$ cat config.mk
export PLATFORM = sky130hd
export DESIGN_NAME = pci_config_command_status
export DESIGN_NICKNAME = d
export VERILOG_FILES = /design/src/include/cfg_pkg.sv /design/src/include/status_evt_if.sv /design/src/rtl/pci_config_command_status.sv /design/src/rtl/ident_loader.sv /design/src/rtl/status_reg.sv
export VERILOG_INCLUDE_DIRS = /design/src /design/src/include
export SDC_FILE = /design/constraint.sdc
export NUM_CORES = 1
export LEC_CHECK = 0
export BUFFER_PORTS_ARGS = -buffer_cell sky130_fd_sc_hd__buf_2
export CAP_MARGIN = 0
export CORE_MARGIN = 2
export CORE_UTILIZATION = 45
export CTS_CLUSTER_SIZE = 8
export DETAILED_ROUTE_END_ITERATION = 8
export MAX_ROUTING_LAYER = met4
export PLACE_DENSITY_LB_ADDON = 0.2
export SLEW_MARGIN = 20
export SYNTH_ARGS = -nofsm -noshare
export SYNTH_HDL_FRONTEND = slang
export SYNTH_SLANG_ARGS = --single-unit
$ cat constraint.sdc
create_clock -name clock -period 2.2 [get_ports clock]
set_clock_uncertainty 0.05 [all_clocks]
set_input_delay 0.44 -clock clock [delete_from_list [all_inputs] [get_ports clock]]
set_output_delay 0.44 -clock clock [all_outputs]
set_load 0.01 [all_outputs]
$ cat src/include/cfg_regs.svh
/*
 * Constants of the configuration command and status block.
 * Assumes the configuration port addresses whole dwords.
 */
`ifndef CFG_REGS_SVH
`define CFG_REGS_SVH
// ***********************************************************
// Dword indices of the configuration port
// ***********************************************************
`define DW_IDENT        6'h00
`define DW_CMD_STATUS   6'h01
// ***********************************************************
// Command bit positions
// ***********************************************************
`define CMD_IO          0
`define CMD_MEM         1
`define CMD_MASTER      2
`define CMD_SPECIAL     3
`define CMD_MWI         4
`define CMD_SNOOP       5
`define CMD_PERR        6
`define CMD_STEP        7
`define CMD_SERR        8
`define CMD_FBB         9
`define CMD_RESET       16'h0000
`define CMD_RW_MASK     16'h0157
// ***********************************************************
// Status bit positions and fixed fields
// ***********************************************************
`define ST_DET_PARITY   15
`define ST_SIG_SERR     14
`define ST_MASTER_ABT   13
`define ST_TARGET_RX    12
`define ST_TARGET_TX    11
`define ST_DATA_PARITY  8
`define ST_FBB_CAP      7
`define ST_66MHZ        5
`define ST_NEW_CAP      4
`define ST_DEVSEL_MED   2'h1
`define ST_RESET        16'h0000
`endif

$ cat src/include/cfg_pkg.sv
/*
 * Types shared by the configuration block modules.
 * Assumes nothing of its surroundings.
 */
package cfg_pkg;
   typedef logic [15:0] word16_t;
   typedef enum logic {ident_default, ident_loaded} ident_src_t;
endpackage

$ cat src/include/status_evt_if.sv
/*
 * Carries status events, write clears and read-back between the
 * main block and the status register.
 * Assumes one clock for both ends.
 */
`timescale 1ns/1ps
interface status_evt_if;
   logic              det_parity;
   logic              sig_serr;
   logic              master_abt;
   logic              target_rx;
   logic              target_tx;
   logic              data_parity;
   logic              wr_clear;
   cfg_pkg::word16_t  clear_mask;
   logic              fbb_option;
   logic              pm_option;
   cfg_pkg::word16_t  value;
   modport main (output det_parity, sig_serr, master_abt, target_rx,
                 target_tx, data_parity, wr_clear, clear_mask,
                 fbb_option, pm_option, input value);
   modport status (input det_parity, sig_serr, master_abt, target_rx,
                   target_tx, data_parity, wr_clear, clear_mask,
                   fbb_option, pm_option, output value);
endinterface

$ cat src/rtl/pci_config_command_status.sv
/*
 * Configuration command and status logic of a PCI network
 * controller: identification, command register, status register
 * and the gates that the command bits put on the bus engines.
 * Assumes a dword-wide configuration port decoded by the target
 * engine, synchronous event inputs and the PCI clock as clock.
 */
// Contract
// Vendor code loads from EEPROM, else a fixed fallback.
// Device code loads from EEPROM, else a fixed fallback.
// Command register is 16 bits; bits 15..10 have no function.
// Fast back-to-back option clear: bit 9 reads 0, no such cycles.
// Option set: bit 9 writable, resets 0, 1 allows other agents.
// Bit 8 set: address parity error drives system error out.
// Bit 7 reads 0, writes ignored; no stepping.
// Bit 6 set: drive parity pin as target, sample it as master.
// Bit 6 clear: parity errors ignored; clear after reset.
// Bit 5 palette snoop reads 0, writes ignored.
// Bit 4 allows write-and-invalidate, else plain write; resets 0.
// Bit 3 reads 0, writes ignored; special cycles disregarded.
// Master transactions only while bit 2 is set.
// Firmware sets bit 2 before normal operation.
// Memory accesses claimed only while bit 1 is set.
// I/O accesses claimed only while bit 0 is set.
// Status reads normally; writes only clear, never set.
// Writing 1 clears a status bit; writing 0 leaves it.
// Reserved command bits read 0; writes discarded.
`timescale 1ns/1ps
`include "cfg_regs.svh"
module pci_config_command_status (
   input  wire logic             clock,
   input  wire logic             rstn,
   input  wire logic             cfg_rd,
   input  wire logic             cfg_wr,
   input  wire logic [5:0]       cfg_dw,
   input  wire logic [3:0]       cfg_be,
   input  wire logic [31:0]      cfg_wdata,
   output logic [31:0]           cfg_rdata,
   output logic                  cfg_ack,
   input  wire logic             eeprom_present,
   input  wire logic             eeprom_done,
   input  wire cfg_pkg::word16_t eeprom_vendor,
   input  wire cfg_pkg::word16_t eeprom_device,
   input  wire logic             fbb_option,
   input  wire logic             pm_option,
   input  wire logic             addr_parity_err,
   input  wire logic             target_parity_err,
   input  wire logic             master_active,
   input  wire logic             master_abort_rx,
   input  wire logic             target_abort_rx,
   input  wire logic             target_abort_tx,
   input  wire logic             mwi_request,
   input  wire logic             parity_error_pin_i,
   output logic                  parity_error_pin_o,
   output logic                  parity_error_pin_oe,
   output logic                  system_error_out_n,
   output logic                  system_error_oe,
   output logic                  memory_claim_ok,
   output logic                  io_claim_ok,
   output logic                  master_ok,
   output logic                  write_invalidate_use,
   output logic                  fast_b2b_same_ok,
   output logic                  fast_b2b_diff_ok
);
   // ***********************************************************
   // Identification and status submodules
   // ***********************************************************
   cfg_pkg::word16_t vendor_ident;
   cfg_pkg::word16_t device_ident;
   status_evt_if     evt ();

   ident_loader u_ident (
      .clock          (clock),
      .rstn           (rstn),
      .eeprom_present (eeprom_present),
      .eeprom_done    (eeprom_done),
      .eeprom_vendor  (eeprom_vendor),
      .eeprom_device  (eeprom_device),
      .vendor_ident   (vendor_ident),
      .device_ident   (device_ident)
   );

   status_reg u_status (
      .clock (clock),
      .rstn  (rstn),
      .evt   (evt)
   );

   // ***********************************************************
   // Command register
   // ***********************************************************
   cfg_pkg::word16_t cmd_q, cmd_d, cmd_mask, cmd_view;
   logic             cmd_hit;

   assign cmd_hit = cfg_wr && (cfg_dw == `DW_CMD_STATUS);

   // Only implemented bits store; bit 9 only with the option set
   always_comb
   begin
      cmd_mask = `CMD_RW_MASK;
      cmd_mask[`CMD_FBB] = fbb_option;
      cmd_d = cmd_q;
      if (cmd_hit && cfg_be[0])
         cmd_d[7:0] = cfg_wdata[7:0];
      if (cmd_hit && cfg_be[1])
         cmd_d[15:8] = cfg_wdata[15:8];
      cmd_d = cmd_d & cmd_mask;
   end

   // Reset clears all, so parity response and mastering start off
   always_ff @(posedge clock or negedge rstn)
   begin
      if (!rstn)
         cmd_q <= `CMD_RESET;
      else
         cmd_q <= cmd_d;
   end

   // Read view masks bit 9 live, so a dropped option hides it at once
   always_comb
   begin
      cmd_view = cmd_q & cmd_mask;
      cmd_view[`CMD_STEP] = 1'b0;
      cmd_view[`CMD_SNOOP] = 1'b0;
      cmd_view[`CMD_SPECIAL] = 1'b0;
   end

   // ***********************************************************
   // Gates towards the bus engines
   // ***********************************************************
   // Combinational so a cleared enable takes hold the next cycle
   always_comb
   begin
      memory_claim_ok = cmd_view[`CMD_MEM];
      io_claim_ok = cmd_view[`CMD_IO];
      master_ok = cmd_view[`CMD_MASTER];
      write_invalidate_use = master_ok && mwi_request
                             && cmd_view[`CMD_MWI];
      fast_b2b_same_ok = fbb_option && master_ok;
      fast_b2b_diff_ok = fast_b2b_same_ok
                         && cmd_view[`CMD_FBB];
   end

   // ***********************************************************
   // Parity and system error pins
   // ***********************************************************
   logic perr_drive_q, perr_drive_d;
   logic serr_q, serr_d;
   logic master_perr_seen;

   // Pin is active low; sampling as master only counts in the data
   // phase the master engine reports as its own
   assign master_perr_seen = master_active && !parity_error_pin_i
                             && cmd_view[`CMD_PERR];

   always_comb
   begin
      perr_drive_d = target_parity_err
                     && cmd_view[`CMD_PERR];
      serr_d = addr_parity_err && cmd_view[`CMD_SERR];
   end

   // Pin drives are registered so they never glitch mid-cycle
   always_ff @(posedge clock or negedge rstn)
   begin
      if (!rstn)
      begin
         perr_drive_q <= 1'b0;
         serr_q <= 1'b0;
      end
      else
      begin
         perr_drive_q <= perr_drive_d;
         serr_q <= serr_d;
      end
   end

   // Open drain: the pins only ever pull low, never drive high
   assign parity_error_pin_o = 1'b0;              // Open-drain low
   assign parity_error_pin_oe = perr_drive_q;
   assign system_error_out_n = !serr_q;
   assign system_error_oe = serr_q;

   // ***********************************************************
   // Status events and write clears
   // ***********************************************************
   // Detected parity is recorded even with the response disabled
   always_comb
   begin
      evt.det_parity = addr_parity_err || target_parity_err
                       || (master_active && !parity_error_pin_i);
      evt.sig_serr = serr_q;
      evt.master_abt = master_abort_rx;
      evt.target_rx = target_abort_rx;
      evt.target_tx = target_abort_tx;
      evt.data_parity = master_perr_seen
                        || (master_active && perr_drive_q);
      evt.wr_clear = cmd_hit;
      evt.clear_mask = {cfg_be[3] ? cfg_wdata[31:24] : 8'h00,
                        cfg_be[2] ? cfg_wdata[23:16] : 8'h00};
      evt.fbb_option = fbb_option;
      evt.pm_option = pm_option;
   end

   // ***********************************************************
   // Configuration read port
   // ***********************************************************
   logic [31:0] rdata_q, rdata_d;
   logic        ack_q, ack_d;

   // Read data registered; unmapped dwords read zero
   always_comb
   begin
      ack_d = cfg_rd || cfg_wr;
      rdata_d = rdata_q;
      if (cfg_rd)
      begin
         case (cfg_dw)
            `DW_IDENT:      rdata_d = {device_ident, vendor_ident};
            `DW_CMD_STATUS: rdata_d = {evt.value, cmd_view};
            default:        rdata_d = 32'h0000_0000;
         endcase
      end
   end

   // Ack is a plain pulse; a requester never waits more than one cycle
   always_ff @(posedge clock or negedge rstn)
   begin
      if (!rstn)
      begin
         rdata_q <= 32'h0000_0000;
         ack_q <= 1'b0;
      end
      else
      begin
         rdata_q <= rdata_d;
         ack_q <= ack_d;
      end
   end

   assign cfg_rdata = rdata_q;
   assign cfg_ack = ack_q;
endmodule // pci_config_command_status

$ cat src/rtl/ident_loader.sv
/*
 * Holds vendor and device identification words, loaded from the
 * serial EEPROM reader or left at fallback values.
 * Assumes the reader pulses eeprom_done once its words are valid.
 */
`timescale 1ns/1ps
module ident_loader #(
   // Arbitrary neutral fallback codes
   parameter cfg_pkg::word16_t VENDOR_DEFAULT = 16'h1234,
   parameter cfg_pkg::word16_t DEVICE_DEFAULT = 16'h5678
) (
   input  wire logic             clock,
   input  wire logic             rstn,
   input  wire logic             eeprom_present,
   input  wire logic             eeprom_done,
   input  wire cfg_pkg::word16_t eeprom_vendor,
   input  wire cfg_pkg::word16_t eeprom_device,
   output cfg_pkg::word16_t      vendor_ident,
   output cfg_pkg::word16_t      device_ident
);
   cfg_pkg::ident_src_t src_q, src_d;
   cfg_pkg::word16_t    ven_q, ven_d, dev_q, dev_d;

   // Load once each time the part is present and done; a missing part forces the fallbacks
   always_comb
   begin
      src_d = src_q;
      ven_d = ven_q;
      dev_d = dev_q;
      case (src_q)
         cfg_pkg::ident_default:
            if (eeprom_present && eeprom_done)
            begin
               src_d = cfg_pkg::ident_loaded;
               ven_d = eeprom_vendor;
               dev_d = eeprom_device;
            end
         cfg_pkg::ident_loaded:
            if (!eeprom_present)
            begin
               src_d = cfg_pkg::ident_default;
               ven_d = VENDOR_DEFAULT;
               dev_d = DEVICE_DEFAULT;
            end
         default: src_d = cfg_pkg::ident_default;
      endcase
   end

   always_ff @(posedge clock or negedge rstn)
   begin
      if (!rstn)
      begin
         src_q <= cfg_pkg::ident_default;
         ven_q <= VENDOR_DEFAULT;
         dev_q <= DEVICE_DEFAULT;
      end
      else
      begin
         src_q <= src_d;
         ven_q <= ven_d;
         dev_q <= dev_d;
      end
   end

   assign vendor_ident = ven_q;
   assign device_ident = dev_q;
endmodule // ident_loader

$ cat src/rtl/status_reg.sv
/*
 * Status register: sticky event bits cleared by writing ones,
 * fixed capability fields.
 * Assumes event inputs are one-cycle pulses or levels.
 */
`timescale 1ns/1ps
`include "cfg_regs.svh"
module status_reg (
   input  wire logic   clock,
   input  wire logic   rstn,
   status_evt_if.status evt
);
   cfg_pkg::word16_t sticky_q, sticky_d, set_v;

   // Set wins over a clear in the same cycle, so no event is lost
   always_comb
   begin
      set_v = '0;
      set_v[`ST_DET_PARITY]  = evt.det_parity;
      set_v[`ST_SIG_SERR]    = evt.sig_serr;
      set_v[`ST_MASTER_ABT]  = evt.master_abt;
      set_v[`ST_TARGET_RX]   = evt.target_rx;
      set_v[`ST_TARGET_TX]   = evt.target_tx;
      set_v[`ST_DATA_PARITY] = evt.data_parity;
      sticky_d = sticky_q;
      if (evt.wr_clear)
         sticky_d = sticky_q & ~evt.clear_mask;
      sticky_d = sticky_d | set_v;
   end

   always_ff @(posedge clock or negedge rstn)
   begin
      if (!rstn)
         sticky_q <= `ST_RESET;
      else
         sticky_q <= sticky_d;
   end

   // Fixed fields ride on top of the sticky bits
   always_comb
   begin
      evt.value = sticky_q;
      evt.value[10:9] = `ST_DEVSEL_MED;
      evt.value[`ST_FBB_CAP] = evt.fbb_option;
      evt.value[`ST_66MHZ] = 1'b1;
      evt.value[`ST_NEW_CAP] = evt.pm_option;
   end
endmodule // status_reg

# After elaboration in Yosys (flattened, before gate mapping)
# Cells that the tools add are included.
# classes
eq_ne,3
muxes,15
bitwise,6
n_reduce_logical,21
# op_table
cell,n
two-way mux 16 bit,5
one-hot mux 16 bit (2 select lines),2
one-hot mux 32 bit (2 select lines),1
bitwise AND 16 x 10 -> 16 bit,2
two-way mux 8 bit,4
bitwise AND 16 bit,1
inverter 16 bit,1
OR 16 bit,1
logical AND 1 bit,13
"== test 6 x 1 -> 1 bit, second input constant",1
zero test 6 bit,1
logical OR 1 bit,4
zero test 1 bit,2
two-way mux 1 bit,2
"inequality test 2 x 1 -> 1 bit, second input constant",1
"inequality test 2 bit, second input constant",1
one-hot mux 1 bit (2 select lines),1
AND reduction 2 bit,1
inverter 1 bit,1
# totals
ff_bits,100
in_bits,90
output_inout_bits,43
wordCells,54

# Logic depth before layout (Yosys ltp)
# Gate-level depths: netlist (run 1).
# logic_depth
word_depth,5
ltp_mapped,5
depth_no_buf,3

# Cells and area by module
# From an unflattened synthesis (run 1), not the netlist that was laid out.
# hier_totals
cells_unflattened,419
area_unflattened_um2,4352.9
# modules_own_cells
mod,instances,cells_per_inst,area_each_um2
pci_config_command_status,1,215,2190.9
ident_loader,1,168,1725.4
status_reg,1,36,436.7

# Worst setup path after synthesis (run 1)
# No wires, ideal clock.
# synth_timing
kind,input-to-reg
from,in cfg_dw[0]
to,reg cmd_q[0]
arrival_time_ps,1247
setup_slack_ps,778
stages,4
path_buffers,1
cell_sequence,buf_4 and4bb_4 nand3_4 mux2_4
# synth_between
elab_chain_cells,5
# synth_lines
element,line,text
"start, declared",pci_config_command_status.sv:35,"input wire logic [5:0] cfg_dw,"
== test 6 x 1 -> 1 bit,n/a,
logical AND 1 bit,pci_config_command_status.sv:95,assign cmd_hit = cfg_wr && (cfg_dw == `DW_CMD_STATUS);
logical AND 1 bit,pci_config_command_status.sv:103,if (cmd_hit && cfg_be[0])
two-way mux 8 bit,pci_config_command_status.sv:103,
bitwise AND 16 x 10 -> 16 bit,pci_config_command_status.sv:107,cmd_d = cmd_d & cmd_mask;
"end signal, assigned",pci_config_command_status.sv:114,cmd_q <= `CMD_RESET;
"end signal, assigned",pci_config_command_status.sv:116,cmd_q <= cmd_d;
"end, declared",pci_config_command_status.sv:92,"cfg_pkg::word16_t cmd_q, cmd_d, cmd_mask, cmd_view;"
# Every way passes these cells.
# A chain may end at the register's enable or synchronous reset.

# Final worst setup path (run 1)
# layout_timing
from,reg cmd_q[2]
to,out fast_b2b_diff_ok
# layout_between
elab_chain_cells,3
# layout_lines
element,line,text
bitwise AND 16 x 10 -> 16 bit,pci_config_command_status.sv:122,cmd_view = cmd_q & cmd_mask;
logical AND 1 bit,pci_config_command_status.sv:139,fast_b2b_same_ok = fbb_option && master_ok;
logical AND 1 bit,pci_config_command_status.sv:140,fast_b2b_diff_ok = fast_b2b_same_ok
"end, declared",pci_config_command_status.sv:63,output logic fast_b2b_diff_ok
# Every way passes these cells.

==> results by group, run 1 <==
Outcome
  – Status: finished clean

Route
  – DR vias/cell: between 5 and 6
  – First drt pass iteration count: 4
  – DRC viols: 0
  – Routed Antenna Nets: 0
  – Total wire length: 8146 µm
  – Wirelength per Cell: between 15 and 20 µm
  – 1st-iter DRT viols: between 70 and 80
  – DR vias: around 2500

Setup path
  – Worst Path Required: between 1.5 and 2 ns
  – Critical path type: flip-flop to output port
  – Worst-case reg-to-reg path depth: 3
  – Crit path DAT: around 1.1 ns
  – Crit-path max cell delay: 0.43 ns
  – CP max FO: 6
  – Reg2Reg Setup Slack: 0.61 ns
  – Crit start category: flip-flop
  – RR Endpoint: u_ident.device_ident[13]
  – Worst path slowest cell: dfrtp_1
  – Reg2Reg Launch Point: u_ident.src_q
  – Cell Chain, Critical Path: and3_1 -> buf_2
  – Setup crit end kind: output port

CTS
  – Worst-Skew Late Latency: 0.34 ns
  – Clock sinks: 86
  – Clock transition at path regs: 0.08 ns
  – H-tree levels: 3
  – Post_cts resized: 0
  – CTS Hold Bufs: 0
  – CTS tree: yes
  – CTS max path bufs: 2
  – Root buf cell: clkbuf_8
  – Post CTS Setup Buffer Count: 0
  – Num CTS Buffers: 9

STA
  – Final setup viols: 0
  – Max Freq: 630.1 MHz
  – Final Hold Fails: 0
  – Worst-Margin Slew: 0.8349 ns
  – Fin crit share: 72.14%
  – Final min period: 1.587 ns
  – Max-slew headroom: 44.34%
  – Final hold slack: 0.01291 ns
  – Max-slew violations: 0
  – RSZ-0062 raised after global routing: no
  – Sum Neg Setup Slack: 0 ns

Min path
  – Min-Delay Path Class: input pin to async pin

GRT
  – Initial antenna violation count: 0
  – Pin count of the biggest net entering global routing: 49
  – Total GRT Usage: 21.30%
  – First-pass GRT wire length: 13370 µm
  – Overflow after GRT: 0
  – Vias in the first global route: 2602

Place
  – Dpl hpwl: 5691 µm
  – Post-DP Area: 4153 µm²
  – IO buf count: ~120
  – Gpl congestion: 0.7619

Finish
  – Layout cells sized above 1: 44.74%
  – Leading cell type in the layout, fill and taps excluded: buf_2
  – Layout area overhead: 26.03%
  – Commonest non-fill, non-tap cells in the layout: 116 x buf_2, 73 x dfrtp_1, 29 x a22o_1, 22 x o2bb2ai_1, 20 x mux2i_1
  – Number of nets in the layout: around 460
  – Post-Layout Inst Area: 4385 µm²
  – Layout fillers: about 660
  – N_diodes: 0

Power and ir drop
  – P per Cell Area: roughly 760 nW/µm²
  – Leak: 2.285 nW
  – VDD IR max: between 0.3 and 0.4 mV

Logic synthesis
  – Cell variety after synth: 34
  – Post-synthesis mux area share: 8.234%
  – Fraction of the mapped netlist area in adder cells: 0%
  – Synth warn: 0
  – Post-Syn Area per Cell: 13.97 µm²
  – Post-synthesis sequential area ratio: just over 60%
  – Cell Area, Synth: 3480 µm²
  – Largest family of logic cells by synthesized area: compound AO/OA/AOI/OAI gates
  – Mapped Cells: 249
  – Synth Area in XOR/XNOR: 0%
  – Complex-gate fraction of the synthesized area: between 10% and 20%
  – #FFs+latches synth: between 80 and 90
  – Leading register cell type out of synthesis: dfrtp_1
  – Fraction of registers with async set/reset: 100.0%
  – Simple-Gate Fraction of Synth Area: 5.681%
  – Number of synthesized flops with an enable pin: 0
  – Mapped Nets: ~340

Run
  – Max cap viols: 0

Floorplan
  – Die ar.: 8452 µm²
  – Die Height: 91.94 µm
  – Core ar.: ~7600 µm²
  – Top Ports: 133
  – Width of the die: around 90 µm
  – Row cnt: 32
  – Initial core utilization: 45.74%
metrics by stage:
step	setup WS [ns]	total power, mW	instances	utilization [%]
2_1_floorplan	0.7779	1.958	249	-
3_3_place_gp	0.4655	2.117	457	54.59
3_5_place_dp	0.4452	2.127	457	54.59
4_1_cts	0.5999	3.388	473	57.65
5_1_grt	0.4646	3.505	473	57.65
6_report	0.6129	3.343	473	57.65
how the worst max path moves through the flow:
stage | start | end | slack (ns)
2_1_floorplan | cfg_dw[0] | cmd_q[0] | 0.78
3_3_place_gp | cfg_dw[1] | cfg_rdata[7] | 0.47
3_5_place_dp | cfg_dw[1] | cfg_rdata[26] | 0.45
4_1_cts | cmd_q[2] | fast_b2b_diff_ok | 0.60
5_1_grt | u_ident.src_q | u_ident.vendor_ident[13] | 0.46
6_report | cmd_q[2] | fast_b2b_diff_ok | 0.61
worst max-delay path: cells and delay by family, from the launching register on:
kind	cells	cell delay (ns)
and+or+nand+nor	1	0.20
buffers and inverters	1	0.13
DFF	1	0.43
cell usage after synthesis, types with 3 or more instances:
library cell | number | share of area [%]
dfrtp_1 | 73 | 52
o22a_1 | 13 | 3.3
dfstp_2 | 13 | 9.8
and3_1 | 5 | 0.90
nor2_1 | 8 | 0.86
buf_4 | 3 | 0.65
buf_2 | 8 | 1.2
a22o_1 | 29 | 7.3
o2bb2ai_1 | 22 | 5.5
a31oi_1 | 5 | 0.90
a21boi_1 | 5 | 1.1
and2_1 | 3 | 0.54
mux2_4 | 5 | 2.2
inv_1 | 10 | 1.1
mux2i_1 | 20 | 5.8
clkbuf_1 | 4 | 0.43
routing by layer:
metal	global-route usage [%]	share of wire [%]
met4	7.338	0.88
met2	30.39	44
met3	4.355	7.1
met5	-	0
met1	30.68	49
where the power goes:
| group | total [mW] | internal (mW) | switching (mW) |
|---|---|---|---|
| registers | 1.76 | 1.70 | 0.0585 |
| clock network | 1.25 | 0.702 | 0.547 |
| logic | 0.338 | 0.169 | 0.169 |
registers in the layout (all words and copies together), names as in the netlist:
signal,flops
cfg_rdata,32
u_ident.src_q,1
cmd_q,7
u_ident.vendor_ident,16
cfg_ack,1
system_error_oe,1
u_ident.device_ident,16
u_status.sticky_q,11
parity_error_pin_oe,1
kinds of logic after synthesis:
family / Yosys count
AO/OA/AOI/OAI: 81
buffers and inverters: 27
flip-flops: 86
multiplexers: 26
other: 1
AND/OR/NAND/NOR: 28
area by class of cell:
cell class / instances / area (µm²) / area share (%)
Clock inverter: 5 / 81.33 / 1.854
Sequential cell: 86 / 2168 / 49.44
Inverter: 10 / 37.54 / 0.8559
Clock buffer: 11 / 151.4 / 3.452
Tap cell: 102 / 127.6 / 2.910
Multi-Input combinational cell: 136 / 1174 / 26.76
Timing Repair Buffer: 123 / 645.6 / 14.72
Note: power is estimated with default switching activity, not from simulation.
==> run 2: changes to the inputs <==
clock period = 1.6 ns   (was 2.2 ns; I/O delays follow)
==> run 2 against run 1 <==
Effect of this change: combinational power increased by 44%; clock power is 28% higher; via count is essentially flat; global-route usage decreased by 0.47 points; critical path depth unchanged; flip-flop and latch count did not move; hold slack better by 0.069 ns; die area is the same; setup slack worse by 0.49 ns; critical path type unchanged; critical endpoint unchanged.
==> results by group, run 2 (synthesized netlist as in run 1, its figures left out) <==
Power and ir drop
  – P per Cell Area: 1011 nW/µm² (was 762.4 nW/µm²)
  – Leak: 2.321 nW (was 2.285 nW)
  – VDD IR max: 0.4874 mV (was 0.3906 mV)

GRT
  – First-pass GRT wire length: 13170 µm (was 13370 µm)
  – Total GRT Usage: 20.83% (was 21.30%)
  – Vias in the first global route: 2600 (was 2602)
  – Overflow after GRT: 0 (unchanged)
  – Initial antenna violation count: 0 (unchanged)
  – Pin count of the biggest net entering global routing: 35 (was 49)

Run
  – Max cap viols: 0 (unchanged)

STA
  – Final setup viols: 0 (unchanged)
  – Fin crit share: 92.55%
  – Max-slew violations: 0 (unchanged)
  – Setup WS post-layout: 0.1193 ns (was 0.6129 ns)
  – RSZ-0062 raised after global routing: no (unchanged)
  – Final min period: ~1.5 ns
  – Sum Neg Setup Slack: 0 ns (unchanged)
  – Final Hold Fails: 0 (unchanged)
  – Max Freq: 675.3 MHz

Floorplan
  – Width of the die: 91.94 µm (unchanged)
  – Core ar.: 7607 µm² (unchanged)
  – Row cnt: 32 (unchanged)
  – Die Height: 91.94 µm (unchanged)
  – Top Ports: 133 (unchanged)
  – Initial core utilization: 45.74% (unchanged)
  – Die ar.: 8452 µm² (unchanged)

Setup path
  – Critical path type: flip-flop to output port (unchanged)
  – Cell Chain, Critical Path: and3_1 -> buf_2 (unchanged)
  – Worst path slowest cell: dfrtp_1 (unchanged)
  – Crit start category: flip-flop (unchanged)
  – Crit path DAT: 1.11 ns (was 1.10 ns)
  – Crit-path max cell delay: 0.44 ns (was 0.43 ns)
  – CP max FO: 6 (unchanged)
  – Setup crit end kind: output port (unchanged)
  – Worst Path Required: 1.23 ns (was 1.71 ns)

CTS
  – H-tree levels: 3 (unchanged)
  – CTS tree: yes (unchanged)
  – Worst-Skew Late Latency: 0.35 ns (was 0.34 ns)
  – Clock transition at path regs: 0.08 ns (about the same)
  – Num CTS Buffers: 9 (unchanged)
  – Clock sinks: 86 (unchanged)
  – CTS max path bufs: 2 (unchanged)
  – Root buf cell: clkbuf_8 (unchanged)

Place
  – Dpl hpwl: 5863 µm (was 5691 µm)
  – IO buf count: 117 (unchanged)
  – # placed instances: 463 (was 457)
  – Gpl congestion: 0.7302 (was 0.7619)
  – Post-DP Area: 4235 µm² (was 4153 µm²)
  – Worst slack, placed: 0.03224 ns (was 0.4452 ns)

Route
  – First drt pass iteration count: 4 (unchanged)
  – 1st-iter DRT viols: 68 (was 74)
  – Wirelength per Cell: 17.05 µm (was 17.22 µm)
  – Total wire length: 8166 µm (was 8146 µm)
  – DR vias: 2529 (was 2530)
  – Routed Antenna Nets: 0 (unchanged)
  – DR vias/cell: 5.280 (was 5.349)
  – DRC viols: 0 (unchanged)

Finish
  – Fin cells: 479 (was 473)
  – Layout fillers: 664 (was 663)
  – Number of nets in the layout: 463 (was 456)
  – Max reg flops: 32 (unchanged)
  – Final core utilization: 58.49% (was 57.65%)
  – Layout cells sized above 1: 45.36% (was 44.74%)
  – Commonest non-fill, non-tap cells in the layout: 116 x buf_2, 73 x dfrtp_1, 29 x a22o_1, 22 x o2bb2ai_1, 20 x mux2i_1 (unchanged)
  – Leading cell type in the layout, fill and taps excluded: buf_2 (unchanged)
  – Multi-input logic area: 1175 µm² (was 1174 µm²)
  – Post-Layout Inst Area: 4449 µm² (was 4385 µm²)
  – Reg area: 2168 µm² (unchanged)
  – Layout area overhead: 27.87% (was 26.03%)
  – N_diodes: 0 (unchanged)

Min path
  – Min-Delay Path Class: input pin to flip-flop (was input pin to async pin)

Outcome
  – Status: finished clean (unchanged)
==> run 2: area by class of cell <==
class / count / area share [%]
inverter: 10 / 0.8436
timing repair buffer: 130 / 16.59
clock buffer: 10 / 2.868
clock inverter: 5 / 1.687
multi-input combinational: 136 / 26.41
tap: 102 / 2.868
sequential: 86 / 48.73
==> run 2: path summary, 6_finish.rpt <==
path / to / from / slack [ns] / depth (start not counted)
worst min-delay path: u_status.sticky_q[0] / cfg_wdata[16] / 0.08 / 2
min in group asynchronous: cfg_rdata[21] / rstn / 0.37 / 2
worst max register to register: u_ident.device_ident[6] / u_ident.src_q / 0.17 / 4
max in group asynchronous: u_ident.vendor_ident[5] / rstn / 0.58 / 3
worst min register to register: cfg_rdata[16] / cfg_rdata[16] / 0.44 / 1
worst max-delay path: fast_b2b_diff_ok / cmd_q[2] / 0.12 / 2
==> run 2: metal layers <==
layer  global-route usage (%)  part of all wire [%]  vias to the layer above
li1                         -                     -                     1171
met1                    29.76                    49                     1247
met2                    30.02                    44                      100
met3                    4.191                   6.1                       11
met4                    7.090                   1.4                        0
met5                        -                     0                        -
==> run 2: worst max-delay path, delay by kind of cell, from the launching register on <==
family | cells | cell delay [ns]
buffers and inverters | 1 | 0.13
flip-flops | 1 | 0.44
AND/OR/NAND/NOR | 1 | 0.20
==> run 2: repair_timing <==
| action | CTS | global route |
|---|---|---|
| hold endpoints to repair | 19 | 0 |
| setup buffers | 0 | 0 |
| hold buffers | 1 | 0 |
| endpoints found under the setup margin | 0 | 19 |
| resized for setup | 0 | 1 |
==> run 2: where the power goes <==
part	internal, mW	leakage (nW)	switching, mW	total, mW
Clock	0.864	0.106	0.733	1.60
Combinational	0.252	1.12	0.235	0.487
Sequential	2.33	1.10	0.0804	2.42
Total	3.45	2.32	1.05	4.50
==> run 2: stage by stage <==
stage / hold WS [ns] / power, mW
6_report: 0.08150 / 4.499
3_3_place_gp: 0.2070 / 2.934
4_1_cts: 0.06976 / 4.545
3_5_place_dp: 0.2125 / 2.947
2_1_floorplan: -0.02559 / 2.693
5_1_grt: 0.06668 / 4.707
